### src/osc_stroke_consts.vh
/*
 * constants of the oscillation stroke generator: register offsets, field
 * positions, reset values and timing figures.
 * assumes inclusion by bare name from the generator's design file.
 */
`ifndef OSC_STROKE_CONSTS_VH
`define OSC_STROKE_CONSTS_VH

// ----------------------------------------------------------------------
// register byte offsets
// ----------------------------------------------------------------------
`define OFF_CTRL       8'h00
`define OFF_STROKE     8'h04
`define OFF_CYCLE_TIME 8'h08
`define OFF_PULSE_CNT  8'h0c
`define OFF_SHAPE      8'h10
`define OFF_STATUS     8'h14
`define OFF_SETPOINT   8'h18

// ----------------------------------------------------------------------
// field positions
// ----------------------------------------------------------------------
`define CTRL_MODE_LSB  0
`define CTRL_MODE_MSB  2
`define CTRL_PATH_BIT  2
`define CTRL_CMD_ON    8
`define CTRL_CMD_OFF   9
`define STAT_RUN       0
`define STAT_STOPPING  1
`define STAT_REQUEST   2
`define STAT_PATH      3

// ----------------------------------------------------------------------
// reset values and limits
// ----------------------------------------------------------------------
`define RST_MODE       3'h0
`define RST_STROKE     16'h0064
`define RST_CYCLE_TIME 16'h03e8
`define RST_PULSE_CNT  16'h0014
`define RST_SHAPE      7'h32
`define SHAPE_MIN      7'h0a
`define SHAPE_MAX      7'h5a

// ----------------------------------------------------------------------
// timing
// ----------------------------------------------------------------------
`define CLK_PERIOD_NS  100
`define TICK_NS        1000000
`define PULSE_MAX_HZ   20

`endif

### src/oscillation_stroke_generator.v
/*
 * oscillation stroke generator: left/right setpoint for a web guider,
 * square-to-triangle shape, time or path timed, four start methods,
 * registers over an axi4-lite slave.
 * assumes key and pulse pins are asynchronous; autoMode comes from guider
 * logic on the same clock.
 */
`timescale 1ns/100ps
`include "osc_stroke_consts.vh"

module oscillation_stroke_generator #(
   parameter TICK_CYCLES = `TICK_NS / `CLK_PERIOD_NS
) (
   input wire clock,               // system clock, 10 MHz
   input wire nrst,                // asynchronous reset, active low
   input wire autoMode,            // guider is in automatic mode
   input wire autoKeyPin,          // automatic key, high while pressed
   input wire oscKeyPin,           // oscillation key, high while pressed
   input wire pathPulsePin,        // external path pulse, rising edge counts
   output reg signed [16:0] setpoint, // stroke offset, positive = right
   output wire oscActive,          // oscillation running
   input wire [7:0] s_axi_awaddr,  // write address
   input wire s_axi_awvalid,       // write address valid
   output reg s_axi_awready,       // write address ready
   input wire [31:0] s_axi_wdata,  // write data
   input wire [3:0] s_axi_wstrb,   // write byte enables
   input wire s_axi_wvalid,        // write data valid
   output reg s_axi_wready,        // write data ready
   output reg [1:0] s_axi_bresp,   // write response
   output reg s_axi_bvalid,        // write response valid
   input wire s_axi_bready,        // write response ready
   input wire [7:0] s_axi_araddr,  // read address
   input wire s_axi_arvalid,       // read address valid
   output reg s_axi_arready,       // read address ready
   output reg [31:0] s_axi_rdata,  // read data
   output reg [1:0] s_axi_rresp,   // read response
   output reg s_axi_rvalid,        // read data valid
   input wire s_axi_rready         // read data ready
);

   localparam DIV_IDLE = 2'd0;
   localparam DIV_PHASE = 2'd1;
   localparam DIV_SHAPE = 2'd2;

   function [15:0] merge16;
      input [15:0] old;
      input [31:0] data;
      input [3:0] strb;
      begin
         merge16 = old;
         if (strb[0]) merge16[7:0] = data[7:0];
         if (strb[1]) merge16[15:8] = data[15:8];
      end
   endfunction

   function [6:0] clampShape;
      input [7:0] v;
      begin
         if (v < {1'b0, `SHAPE_MIN}) clampShape = `SHAPE_MIN;
         else if (v > {1'b0, `SHAPE_MAX}) clampShape = `SHAPE_MAX;
         else clampShape = v[6:0];
      end
   endfunction

   // ----------------------------------------------------------------------
   // pin synchronisers and edge detection
   // ----------------------------------------------------------------------
   reg [2:0] syncA_reg, syncB_reg, last_reg;
   always @(posedge clock or negedge nrst) begin
      if (!nrst) begin
         syncA_reg <= 3'h0;
         syncB_reg <= 3'h0;
         last_reg <= 3'h0;
      end else begin
         syncA_reg <= {pathPulsePin, oscKeyPin, autoKeyPin};
         syncB_reg <= syncA_reg;
         last_reg <= syncB_reg;
      end
   end
   wire autoKeyEdge = syncB_reg[0] & ~last_reg[0];
   wire oscKeyEdge = syncB_reg[1] & ~last_reg[1];
   // single edge per pulse; a 20 Hz source gives 5e5 cycles between edges
   wire pathEdge = syncB_reg[2] & ~last_reg[2];

   // ----------------------------------------------------------------------
   // millisecond tick
   // ----------------------------------------------------------------------
   reg [31:0] tickCnt_reg;
   wire msTick = (tickCnt_reg == TICK_CYCLES - 1);
   always @(posedge clock or negedge nrst) begin
      if (!nrst) tickCnt_reg <= 32'h0;
      else if (msTick) tickCnt_reg <= 32'h0;
      else tickCnt_reg <= tickCnt_reg + 32'h1;
   end

   // ----------------------------------------------------------------------
   // registers
   // ----------------------------------------------------------------------
   reg [2:0] startMode_reg;
   reg [15:0] stroke_reg, cycleTime_reg, pulseCnt_reg;
   reg [6:0] shape_reg;
   reg running_reg, stopping_reg, request_reg, autoModeDly_reg;
   reg awHeld_reg, wHeld_reg;
   reg [7:0] awAddr_reg;
   reg [31:0] wData_reg;
   reg [3:0] wStrb_reg;

   wire pathMode = startMode_reg[`CTRL_PATH_BIT];
   wire [1:0] method = startMode_reg[1:0];
   wire doWrite = awHeld_reg & wHeld_reg & ~s_axi_bvalid;
   wire ctrlWr = doWrite & (awAddr_reg == `OFF_CTRL);
   wire cmdOn = ctrlWr & wStrb_reg[1] & wData_reg[`CTRL_CMD_ON];
   wire cmdOff = ctrlWr & wStrb_reg[1] & wData_reg[`CTRL_CMD_OFF];

   always @(posedge clock or negedge nrst) begin
      if (!nrst) begin
         s_axi_awready <= 1'b0;
         s_axi_wready <= 1'b0;
         s_axi_bvalid <= 1'b0;
         s_axi_bresp <= 2'b00;
         awHeld_reg <= 1'b0;
         wHeld_reg <= 1'b0;
         awAddr_reg <= 8'h0;
         wData_reg <= 32'h0;
         wStrb_reg <= 4'h0;
         startMode_reg <= `RST_MODE;
         stroke_reg <= `RST_STROKE;
         cycleTime_reg <= `RST_CYCLE_TIME;
         pulseCnt_reg <= `RST_PULSE_CNT;
         shape_reg <= `RST_SHAPE;
      end else begin
         s_axi_awready <= ~awHeld_reg & ~s_axi_awready & s_axi_awvalid;
         s_axi_wready <= ~wHeld_reg & ~s_axi_wready & s_axi_wvalid;
         if (s_axi_awvalid & s_axi_awready) begin
            awHeld_reg <= 1'b1;
            awAddr_reg <= s_axi_awaddr;
         end
         if (s_axi_wvalid & s_axi_wready) begin
            wHeld_reg <= 1'b1;
            wData_reg <= s_axi_wdata;
            wStrb_reg <= s_axi_wstrb;
         end
         if (s_axi_bvalid & s_axi_bready) s_axi_bvalid <= 1'b0;
         if (doWrite) begin
            awHeld_reg <= 1'b0;
            wHeld_reg <= 1'b0;
            s_axi_bvalid <= 1'b1;
            s_axi_bresp <= 2'b00;
            case (awAddr_reg)
               `OFF_CTRL: begin
                  if (wStrb_reg[0]) startMode_reg <= wData_reg[`CTRL_MODE_MSB:`CTRL_MODE_LSB];
               end
               `OFF_STROKE: stroke_reg <= merge16(stroke_reg, wData_reg, wStrb_reg);
               `OFF_CYCLE_TIME: cycleTime_reg <= merge16(cycleTime_reg, wData_reg, wStrb_reg);
               `OFF_PULSE_CNT: pulseCnt_reg <= merge16(pulseCnt_reg, wData_reg, wStrb_reg);
               `OFF_SHAPE: begin
                  if (wStrb_reg[0]) shape_reg <= clampShape(wData_reg[7:0]);
               end
               `OFF_STATUS, `OFF_SETPOINT: s_axi_bresp <= 2'b00;
               default: s_axi_bresp <= 2'b10;
            endcase
         end
      end
   end

   // read channel: one cycle from address taken to data valid
   always @(posedge clock or negedge nrst) begin
      if (!nrst) begin
         s_axi_arready <= 1'b0;
         s_axi_rvalid <= 1'b0;
         s_axi_rdata <= 32'h0;
         s_axi_rresp <= 2'b00;
      end else begin
         s_axi_arready <= ~s_axi_rvalid & ~s_axi_arready & s_axi_arvalid;
         if (s_axi_rvalid & s_axi_rready) s_axi_rvalid <= 1'b0;
         if (s_axi_arvalid & s_axi_arready) begin
            s_axi_rvalid <= 1'b1;
            s_axi_rresp <= 2'b00;
            case (s_axi_araddr)
               `OFF_CTRL: s_axi_rdata <= {29'h0, startMode_reg};
               `OFF_STROKE: s_axi_rdata <= {16'h0, stroke_reg};
               `OFF_CYCLE_TIME: s_axi_rdata <= {16'h0, cycleTime_reg};
               `OFF_PULSE_CNT: s_axi_rdata <= {16'h0, pulseCnt_reg};
               `OFF_SHAPE: s_axi_rdata <= {25'h0, shape_reg};
               `OFF_STATUS: s_axi_rdata <= {28'h0, pathMode, request_reg, stopping_reg, running_reg};
               `OFF_SETPOINT: s_axi_rdata <= {{15{setpoint[16]}}, setpoint};
               default: begin
                  s_axi_rdata <= 32'h0;
                  s_axi_rresp <= 2'b10;
               end
            endcase
         end
      end
   end

   // ----------------------------------------------------------------------
   // start method
   // ----------------------------------------------------------------------
   // autoModeDly keeps the key press that enters automatic mode from toggling
   always @(posedge clock or negedge nrst) begin
      if (!nrst) begin
         request_reg <= 1'b0;
         autoModeDly_reg <= 1'b0;
      end else begin
         autoModeDly_reg <= autoMode;
         case (method)
            2'd0: begin
               if (cmdOn) request_reg <= 1'b1;
               else if (cmdOff) request_reg <= 1'b0;
               else if (oscKeyEdge) request_reg <= ~request_reg;
            end
            2'd1: begin
               if (!autoMode) request_reg <= 1'b0;
               else if (autoKeyEdge & autoModeDly_reg) request_reg <= ~request_reg;
            end
            2'd2: request_reg <= 1'b0;
            2'd3: request_reg <= autoMode;
            default: request_reg <= 1'b0;
         endcase
      end
   end
   wire want = request_reg & autoMode;

   // ----------------------------------------------------------------------
   // position within the period
   // ----------------------------------------------------------------------
   reg [15:0] pos_reg;
   wire [15:0] period = pathMode ? pulseCnt_reg : cycleTime_reg;
   wire [15:0] periodSafe = (period == 16'h0) ? 16'h1 : period;
   wire step = running_reg & (pathMode ? pathEdge : msTick);
   wire [15:0] posInc = pos_reg + 16'h1;
   wire [15:0] newPos = (posInc >= periodSafe) ? 16'h0 : posInc;
   wire [16:0] twiceNew = {newPos, 1'b0};
   wire [16:0] twiceOld = {pos_reg, 1'b0};
   wire crossing = (newPos == 16'h0) | (twiceNew >= {1'b0, periodSafe} & twiceOld < {1'b0, periodSafe});
   assign oscActive = running_reg;

   always @(posedge clock or negedge nrst) begin
      if (!nrst) begin
         running_reg <= 1'b0;
         stopping_reg <= 1'b0;
         pos_reg <= 16'h0;
      end else if (!running_reg) begin
         stopping_reg <= 1'b0;
         pos_reg <= 16'h0;
         if (want) running_reg <= 1'b1;
      end else begin
         if (want) stopping_reg <= 1'b0;
         else stopping_reg <= 1'b1;
         // a stop only completes when the period keeps advancing
         if (step) begin
            if ((stopping_reg | ~want) & crossing) begin
               running_reg <= 1'b0;
               stopping_reg <= 1'b0;
               pos_reg <= 16'h0;
            end else begin
               pos_reg <= newPos;
            end
         end
      end
   end

   // ----------------------------------------------------------------------
   // shared divider: phase = pos/period, then shaped = tri*90/shape
   // ----------------------------------------------------------------------
   reg [1:0] divState_reg;
   reg [5:0] divCnt_reg;
   reg [31:0] divNum_reg, divQuo_reg;
   reg [16:0] divRem_reg;
   reg [15:0] divDen_reg;
   reg half_reg, dirty_reg;
   wire [16:0] remShift = {divRem_reg[15:0], divNum_reg[31]};
   wire remGe = remShift >= {1'b0, divDen_reg};
   wire [16:0] remNext = remGe ? (remShift - {1'b0, divDen_reg}) : remShift;
   wire [31:0] quoNext = {divQuo_reg[30:0], remGe};
   // triangle magnitude over each half period, rising then falling
   wire [15:0] triMag = quoNext[14] ? ~{quoNext[13:0], 2'b00} : {quoNext[13:0], 2'b00};
   // tri * 90 as shifted sums: 64 + 16 + 8 + 2
   wire [31:0] shapeNum = {10'h0, triMag, 6'h0} + {12'h0, triMag, 4'h0} + {13'h0, triMag, 3'h0} + {15'h0, triMag, 1'b0};
   wire [15:0] shapedMag = (quoNext[31:16] != 16'h0) ? 16'hffff : quoNext[15:0];
   wire [31:0] peak = stroke_reg * shapedMag;

   always @(posedge clock or negedge nrst) begin
      if (!nrst) begin
         divState_reg <= DIV_IDLE;
         divCnt_reg <= 6'h0;
         divNum_reg <= 32'h0;
         divQuo_reg <= 32'h0;
         divRem_reg <= 17'h0;
         divDen_reg <= 16'h1;
         half_reg <= 1'b0;
         dirty_reg <= 1'b1;
         setpoint <= 17'h0;
      end else begin
         if (step | ~running_reg) dirty_reg <= 1'b1;
         case (divState_reg)
            DIV_IDLE: begin
               if (!running_reg) begin
                  setpoint <= 17'h0;
               end else if (dirty_reg) begin
                  dirty_reg <= 1'b0;
                  divNum_reg <= {pos_reg, 16'h0};
                  divDen_reg <= periodSafe;
                  divQuo_reg <= 32'h0;
                  divRem_reg <= 17'h0;
                  divCnt_reg <= 6'h0;
                  divState_reg <= DIV_PHASE;
               end
            end
            DIV_PHASE, DIV_SHAPE: begin
               divRem_reg <= remNext;
               divQuo_reg <= quoNext;
               divNum_reg <= {divNum_reg[30:0], 1'b0};
               divCnt_reg <= divCnt_reg + 6'h1;
               if (divCnt_reg == 6'd31) begin
                  divCnt_reg <= 6'h0;
                  divRem_reg <= 17'h0;
                  divQuo_reg <= 32'h0;
                  if (divState_reg == DIV_PHASE) begin
                     half_reg <= quoNext[15];
                     // gain 90/shape: 10 saturates early (square), 90 stays linear
                     divNum_reg <= shapeNum;
                     divDen_reg <= {9'h0, shape_reg};
                     divState_reg <= DIV_SHAPE;
                  end else begin
                     divState_reg <= DIV_IDLE;
                     if (running_reg) begin
                        // symmetric peak: same magnitude to both sides
                        if (half_reg) setpoint <= -$signed({1'b0, peak[31:16]});
                        else setpoint <= $signed({1'b0, peak[31:16]});
                     end
                  end
               end
            end
            default: divState_reg <= DIV_IDLE;
         endcase
         // a stopped generator sits at centre at once; a stale divider result must not linger
         if (!running_reg) begin
            divState_reg <= DIV_IDLE;
            setpoint <= 17'h0;
         end
      end
   end

endmodule // oscillation_stroke_generator

### config.mk
export PLATFORM = sky130hd
export DESIGN_NAME = oscillation_stroke_generator
export DESIGN_NICKNAME = d
export VERILOG_FILES = /design/src/oscillation_stroke_generator.v
export VERILOG_INCLUDE_DIRS = /design/src
export SDC_FILE = /design/constraint.sdc
export NUM_CORES = 1
export LEC_CHECK = 0
export ABC_AREA = 1
export ABC_CLOCK_PERIOD_IN_PS = 7300
export CAP_MARGIN = 20
export CORE_UTILIZATION = 50
export DETAILED_ROUTE_END_ITERATION = 8
export DONT_BUFFER_PORTS = 1
export GPL_TIMING_DRIVEN = 0
export PLACE_DENSITY = 0.79
export SLEW_MARGIN = 20
export SYNTH_ARGS = -nofsm -noshare
export SYNTH_HDL_FRONTEND = slang
export SYNTH_SLANG_ARGS = --single-unit
export TNS_END_PERCENT = 30
### constraint.sdc
create_clock -name clock -period 7.3 [get_ports clock]
set_input_delay 0.73 -clock clock [delete_from_list [all_inputs] [get_ports clock]]
set_output_delay 0.73 -clock clock [all_outputs]
set_load 0.05 [all_outputs]
## Word level (Yosys, flattened, before mapping)

Cells that the tools add are included.

- Shift-type cells: 0
- $lt $le $gt $ge: 6
- Reduce and logical (&&, ||, !) cells: 29
- Bitwise logic cells: 42
- Mux-type cells: 74
- Eq/ne operators: 31
- Add/sub/neg operators: 8
- Divide/modulo/power cells: 0
- Multipliers: 1

Operators with widths:

| cell | count |
|---|---|
| $mux W16 | 16 |
| $pmux W32 S7 | 1 |
| $mux W32 | 5 |
| $mux W31 | 3 |
| $mux W17 | 5 |
| $pmux W16 S2 | 2 |
| $pmux W32 S2 | 1 |
| $pmux W31 S2 | 1 |
| $eq A8 B5 Y1 const B | 6 |
| $ge A17 B16 Y1 | 2 |
| $reduce_and A3 Y1 | 11 |
| $add A32 B1 Y32 const B | 1 |
| $eq A32 B14 Y1 const B | 1 |
| $eq A8 B4 Y1 const B | 4 |
| $logic_not A16 Y1 | 2 |
| $mul A16 B16 Y32 | 1 |
| $mux W1 | 26 |
| $add A24 B17 Y25 | 1 |
| $and A1 B1 Y1 | 25 |
| $add A23 B19 Y24 | 1 |
| $add A22 B20 Y23 | 1 |
| $mux W6 | 3 |
| $lt A17 B16 Y1 | 1 |
| $neg A16 Y17 | 1 |
| other kinds (30) | 70 |

- Bits in latches: 0
- Bits of input ports: 63
- RAM bits: 0
- Register bits after elaboration: 310
- Bits in read-only memories: 0
- Output and inout bits: 59
- Logic and storage cells: 230
- Memories kept: 0

## Depth between registers and ports, before layout

- Word-level depth: 12
- Gate-level depth with buffers: 39

## Least setup slack after synthesis

OpenSTA, ideal clock, no wires.

- Path kind: flip-flop to flip-flop
- Start point: register divQuo_reg[17]
- End point: register setpoint[10]
- Buffers on the path: 3
- Clock period less this slack: 6846 ps
- Data arrival time: 6717 ps
- Setup time: 129 ps
- Slack: 454 ps
- Stages on the path, launching flop included: 36
- Cells stage by stage: dfrtp_1 > nor2_1 > nand3_1 > nor2_1 > and2_1 > buf_2 > clkbuf_1 > nand2_1 > clkbuf_1 > nand2_1 > fa_1 > fa_1 > inv_1 > fa_1 > fa_1 > fa_1 > inv_1 > fa_1 > inv_1 > ha_1 > a21oi_1 > inv_1 > nor2_1 > inv_1 > a21oi_1 > inv_1 > a221oi_1 > nand3b_1 > nand2_1 > nand2_1 > nor2_1 > nand3_1 > nand2_1 > nand2_1 > nand3_1 > o21ai_0

- Longest elaborated chain between the ends: 9

RTL lines:

| item | RTL line | text |
|---|---|---|
| from (decl) | oscillation_stroke_generator.v:268 | `reg [31:0] divNum_reg, divQuo_reg;` |
| from (signal assigned) | oscillation_stroke_generator.v:312 | `divQuo_reg <= quoNext;` |
| $reduce_bool A16 Y1 (*) | oscillation_stroke_generator.v:280 | `wire [15:0] shapedMag = (quoNext[31:16] != 16'h0) ? 16'hffff : quoNext[15:0];` |
| $mux W16 (*) | oscillation_stroke_generator.v:280 |  |
| $mul A16 B16 Y32 (*) | oscillation_stroke_generator.v:281 | `wire [31:0] peak = stroke_reg * shapedMag;` |
| $neg A16 Y17 | oscillation_stroke_generator.v:329 | `if (half_reg) setpoint <= -$signed({1'b0, peak[31:16]});` |
| $mux W17 (*) | oscillation_stroke_generator.v:329 |  |
| $mux W17 (*) | oscillation_stroke_generator.v:319 | `if (divState_reg == DIV_PHASE) begin` |
| $mux W17 (*) | oscillation_stroke_generator.v:315 | `if (divCnt_reg == 6'd31) begin` |
| $mux W17 (*) | oscillation_stroke_generator.v:296 | `case (divState_reg)` |
| $mux W17 (*) | oscillation_stroke_generator.v:338 | `if (!running_reg) begin` |
| to (signal assigned) | oscillation_stroke_generator.v:329 |  |
| to (signal assigned) | oscillation_stroke_generator.v:330 | `else setpoint <= $signed({1'b0, peak[31:16]});` |
| to (decl) | oscillation_stroke_generator.v:20 | `output reg signed [16:0] setpoint,` |

Every way passes the cells marked *; elsewhere a longest branch is shown, timed or not. The select of a mux whose other input is x is not followed.
A chain may end at the register's enable or synchronous reset.

## Worst setup path in the final report

- Start point: register stroke_reg[1]
- End point: register setpoint[10]

- Longest elaborated chain between the ends: 7

RTL lines:

| item | RTL line | text |
|---|---|---|
| from (decl) | oscillation_stroke_generator.v:100 | `reg [15:0] stroke_reg, cycleTime_reg, pulseCnt_reg;` |
| from (signal assigned) | oscillation_stroke_generator.v:127 | `` stroke_reg <= `RST_STROKE; `` |
| from (signal assigned) | oscillation_stroke_generator.v:153 | `` `OFF_STROKE: stroke_reg <= merge16(stroke_reg, wData_reg, wStrb_reg); `` |
| $mul A16 B16 Y32 (*) | oscillation_stroke_generator.v:281 |  |
| $neg A16 Y17 | oscillation_stroke_generator.v:329 |  |
| $mux W17 (*) | oscillation_stroke_generator.v:329 |  |
| $mux W17 (*) | oscillation_stroke_generator.v:319 |  |
| $mux W17 (*) | oscillation_stroke_generator.v:315 |  |
| $mux W17 (*) | oscillation_stroke_generator.v:296 |  |
| $mux W17 (*) | oscillation_stroke_generator.v:338 |  |

Marks and branches as above.

==> results.rst <==
.. list-table::
   :header-rows: 1

   * - Metric
     - Value
   * - Status
     - completed
   * - Via count of the first global-routing pass
     - 22400
   * - Distinct cell type count after synthesis
     - 67
   * - Post-synthesis instance area
     - 26100 um2
   * - Starting density of the core
     - 50.8%
   * - Arrival time reported for the critical path endpoint
     - 7.52 ns
   * - Met3 wire length
     - 7.55 mm
   * - Clock tree sinks
     - 292
   * - First-pass detailed-route iteration total
     - 5
   * - Synthesized instance count
     - 3327
   * - Proportion of layout cells with a drive suffix above 1
     - 7.85%
   * - Area taken by multi-input logic gates
     - 16200 um2
   * - Data required time at the worst endpoint
     - 7.72 ns
   * - Floorplan die width
     - 230 um
   * - Final worst-path cycle share
     - 97.2%
   * - Type of the worst min-delay path
     - in -> async
   * - Setup repair after global routing missed its margin
     - yes
   * - Worst vdd ir
     - 0.491 mV
   * - Predominant post-synthesis flop cell
     - sky130_fd_sc_hd__dfrtp_1
   * - Headroom to the max-slew limit
     - 27.4%
   * - Sum of net half-perimeters after detailed placement
     - 56.0 mm
   * - Via count of the routed design
     - 22900
   * - Post-CTS clock slew at the launch and capture registers of the worst setup and hold paths
     - 0.07 ns
   * - Worst clock skew on the final layout
     - 0.0223 ns
   * - Post-detailed-route count of antenna-violating nets
     - 0
   * - Max-cap violations
     - 0
   * - Total of flip-flops plus latches after synthesis
     - 292
   * - Final count of hold timing violations
     - 0
   * - Residual DRC count
     - 0
   * - Post-route standard cell area excluding fillers
     - 29100 um2
   * - Worst setup EP type
     - register
   * - Wirelength, routed
     - 74.6 mm
   * - Clock tree root buffer cell
     - sky130_fd_sc_hd__clkbuf_16
   * - Largest register FFs
     - 32
   * - DRT met1 WL
     - 29.2 mm
   * - Cell with the largest stage delay on the worst path
     - sky130_fd_sc_hd__fa_2
   * - Number of clock buffers inserted by TritonCTS
     - 36
   * - H-tree Lvls
     - 2
   * - Placeable core region
     - 51400 um2
   * - Count of filler cells inserted in the layout
     - 4477
   * - Setup WS post-layout
     - 0.205 ns
   * - Part of the Yosys area used for sequential elements
     - 28.1%
   * - Topmost layer with routed signal wires
     - met5
   * - Largest driver fanout on the critical path
     - 10
   * - Number of input and output port buffers inserted
     - 0
   * - Register cell area after layout
     - 7330 um2
   * - Clock insertion delay at the later pin of the skew report
     - 0.56 ns
   * - Fmax
     - 141 MHz
   * - Fin nets
     - 3868
   * - Slew of the pin with the lowest slew margin
     - 1.08 ns
   * - Share of synthesized flip-flops with an asynchronous set or reset
     - 100%
   * - Placement row count
     - 83
   * - Die Area
     - 53100 um2
   * - Growth of design area from synthesis to finish
     - 11.5%
   * - Number of buffers between clock root and the deepest sink
     - 3
   * - Die outline height
     - 230 um
   * - Warnings from Yosys
     - 0
   * - Routed wire length per instance
     - 18.3 um
   * - Global-route usage over all layers
     - 28.2%
   * - Wire length of the first global-routing pass
     - 118 mm
   * - Final max-slew violation count
     - 0
   * - Top-level I/O count
     - 122
   * - Placed cell area
     - 27000 um2
   * - Critical Setup Path Class
     - reg -> reg
   * - Post-Place Worst Slack
     - -0.736 ns
   * - Count of endpoints failing setup in the final report
     - 0
   * - Mean instance size in the synthesized netlist
     - 7.85 um2
   * - Post-route minimum period
     - 7.09 ns
   * - Most frequent cell on the critical path
     - sky130_fd_sc_hd__inv_1
   * - Largest net degree at the start of global routing
     - 277
   * - Total congestion overflow
     - 0
   * - Antenna violations before repair
     - 8
   * - Total leakage power
     - 15.5 nW
   * - DR WL met2
     - 34.1 mm
   * - Via density per instance
     - 5.62
   * - First-iteration detailed-routing DRC count
     - 2045
   * - Gp weighted congestion
     - 0.976
   * - CTS tree
     - done
   * - Startpoint kind of the worst setup timing path
     - register
   * - Slowest Stage Delay on Critical Path
     - 0.58 ns
   * - PwrDens
     - 266 nW/um2
   * - EDFF count, synth
     - 0
   * - Setup total negative slack
     - 0 ns
-- what timing repair did --
item	CTS	global route
setup buffers	0	10
cloned	0	2
resized for setup	78	127
hold buffers	1	2
pin swaps	1	43
endpoints found under the hold margin	276	10
endpoints found under the setup margin	16	17
-- logic make-up after synthesis --
family,Yosys count,synth area share [%]
adder cells (fa/ha/maj),428,26.7
other,1,0.0144
flip-flops,292,28.1
buffers and inverters,804,11.9
AO/OA/AOI/OAI,540,11.8
XOR/XNOR,57,1.97
AND/OR/NAND/NOR,1200,19.3
multiplexers,5,0.192
-- stage by stage --
step | power (mW) | util (%) | hold WS (ns) | std cells
floorplan | 4.64 | - | 0.331 | 3328
global placement | 5.60 | 52.4 | 0.333 | 4008
detailed placement | 5.68 | 52.4 | 0.336 | 4008
CTS | 7.62 | 55.4 | 0.00406 | 4070
global route | 8.23 | 56.6 | 0.0102 | 4083
finish | 7.75 | 56.6 | 0.0251 | 4086
-- cells in the mapped netlist (5+ instances only) --
master | count | share of area, %
sky130_fd_sc_hd__nand3b_1 | 8 | 0.23
sky130_fd_sc_hd__clkinv_1 | 8 | 0.12
sky130_fd_sc_hd__xor2_1 | 47 | 1.6
sky130_fd_sc_hd__o211ai_1 | 17 | 0.49
sky130_fd_sc_hd__a22oi_1 | 14 | 0.40
sky130_fd_sc_hd__buf_4 | 19 | 0.55
sky130_fd_sc_hd__o21ai_0 | 232 | 4.4
sky130_fd_sc_hd__nor4_1 | 14 | 0.34
sky130_fd_sc_hd__nor3_1 | 42 | 0.81
sky130_fd_sc_hd__a32o_1 | 5 | 0.19
sky130_fd_sc_hd__nor2_2 | 7 | 0.17
sky130_fd_sc_hd__dfstp_2 | 16 | 1.6
sky130_fd_sc_hd__nor2_1 | 153 | 2.2
sky130_fd_sc_hd__ha_1 | 212 | 10
sky130_fd_sc_hd__a221oi_1 | 14 | 0.47
sky130_fd_sc_hd__inv_1 | 672 | 9.7
sky130_fd_sc_hd__xnor2_1 | 8 | 0.27
sky130_fd_sc_hd__nand4_1 | 34 | 0.81
sky130_fd_sc_hd__o22ai_1 | 55 | 1.3
sky130_fd_sc_hd__buf_1 | 6 | 0.086
sky130_fd_sc_hd__mux2i_1 | 5 | 0.19
sky130_fd_sc_hd__nand2_1 | 804 | 12
sky130_fd_sc_hd__nand3_1 | 98 | 1.9
sky130_fd_sc_hd__nand2_2 | 7 | 0.17
sky130_fd_sc_hd__nand3_2 | 9 | 0.35
sky130_fd_sc_hd__o21a_1 | 11 | 0.32
sky130_fd_sc_hd__dfrtp_1 | 276 | 26
sky130_fd_sc_hd__o21ai_1 | 14 | 0.27
sky130_fd_sc_hd__fa_1 | 216 | 17
sky130_fd_sc_hd__clkbuf_1 | 90 | 1.3
sky130_fd_sc_hd__a31oi_1 | 7 | 0.17
sky130_fd_sc_hd__a21oi_1 | 135 | 2.6
-- worst max-delay path: cells and delay by family (launching register included) --
family / cells / cell delay (ns)
adders and majority gates: 7 / 3.44
DFF: 1 / 0.33
buffers and inverters: 7 / 1.44
and+or+nand+nor: 12 / 1.20
AOI/OAI and AO/OA: 3 / 0.52
-- power by group --
part	switching, mW	internal (mW)
Sequential	0.254	1.89
Clock	0.756	1.13
Combinational	2.59	1.13
-- cell usage in the layout (no fill, tap or decap), drive strengths merged, types with 5 or more instances in the layout --
cell,count
a32o,5
buf,53
nor2,162
clkinv,12
and2,5
o211ai,17
o22ai,55
nand3b,8
a22oi,14
clkbuf,123
nand2,812
a221oi,14
o21ai,247
nor4,14
inv,680
dfstp,16
diode,5
fa,216
a21oi,135
xnor2,10
nand3,108
ha,212
o21a,11
a31oi,7
nor3,46
mux2i,5
xor2,47
dfrtp,276
nand4,35
-- per-layer routing --
metal  up-vias  global-route usage, %
li1      10600                      -
met1     11000                   36.0
met2      1031                   45.1
met3       256                   7.19
met4         8                   12.5
met5         -                      0
-- area by class of cell --
class | instances | share of cell area [%]
Antenna cell | 5 | 0.0430
Clock buffer | 47 | 3.48
Clock inverter | 15 | 0.692
Sequential cell | 292 | 25.2
Multi-Input combinational cell | 2232 | 55.7
Tap cell | 680 | 2.92
Inverter | 684 | 8.83
Buffer | 114 | 2.41
Timing Repair Buffer | 17 | 0.748
-- path summary, 6_finish.rpt --
path	cells past startpoint	startpoint	slack [ns]	to
max	29	stroke_reg[1]$_DFFE_PN0P_	0.21	setpoint[10]$_DFFE_PN0P_
max reg2reg	29	stroke_reg[1]$_DFFE_PN0P_	0.21	setpoint[10]$_DFFE_PN0P_
min	0	nrst	0.03	cycleTime_reg[3]$_DFFE_PN1P_
min in group clock	0	oscKeyPin	0.20	syncA_reg[1]$_DFF_PN0_
min reg2reg	0	syncA_reg[1]$_DFF_PN0_	0.35	syncB_reg[1]$_DFF_PN0_
max in group asynchronous	4	nrst	5.17	stroke_reg[13]$_DFFE_PN0P_
No activity file was read; power rests on OpenSTA's default activity.
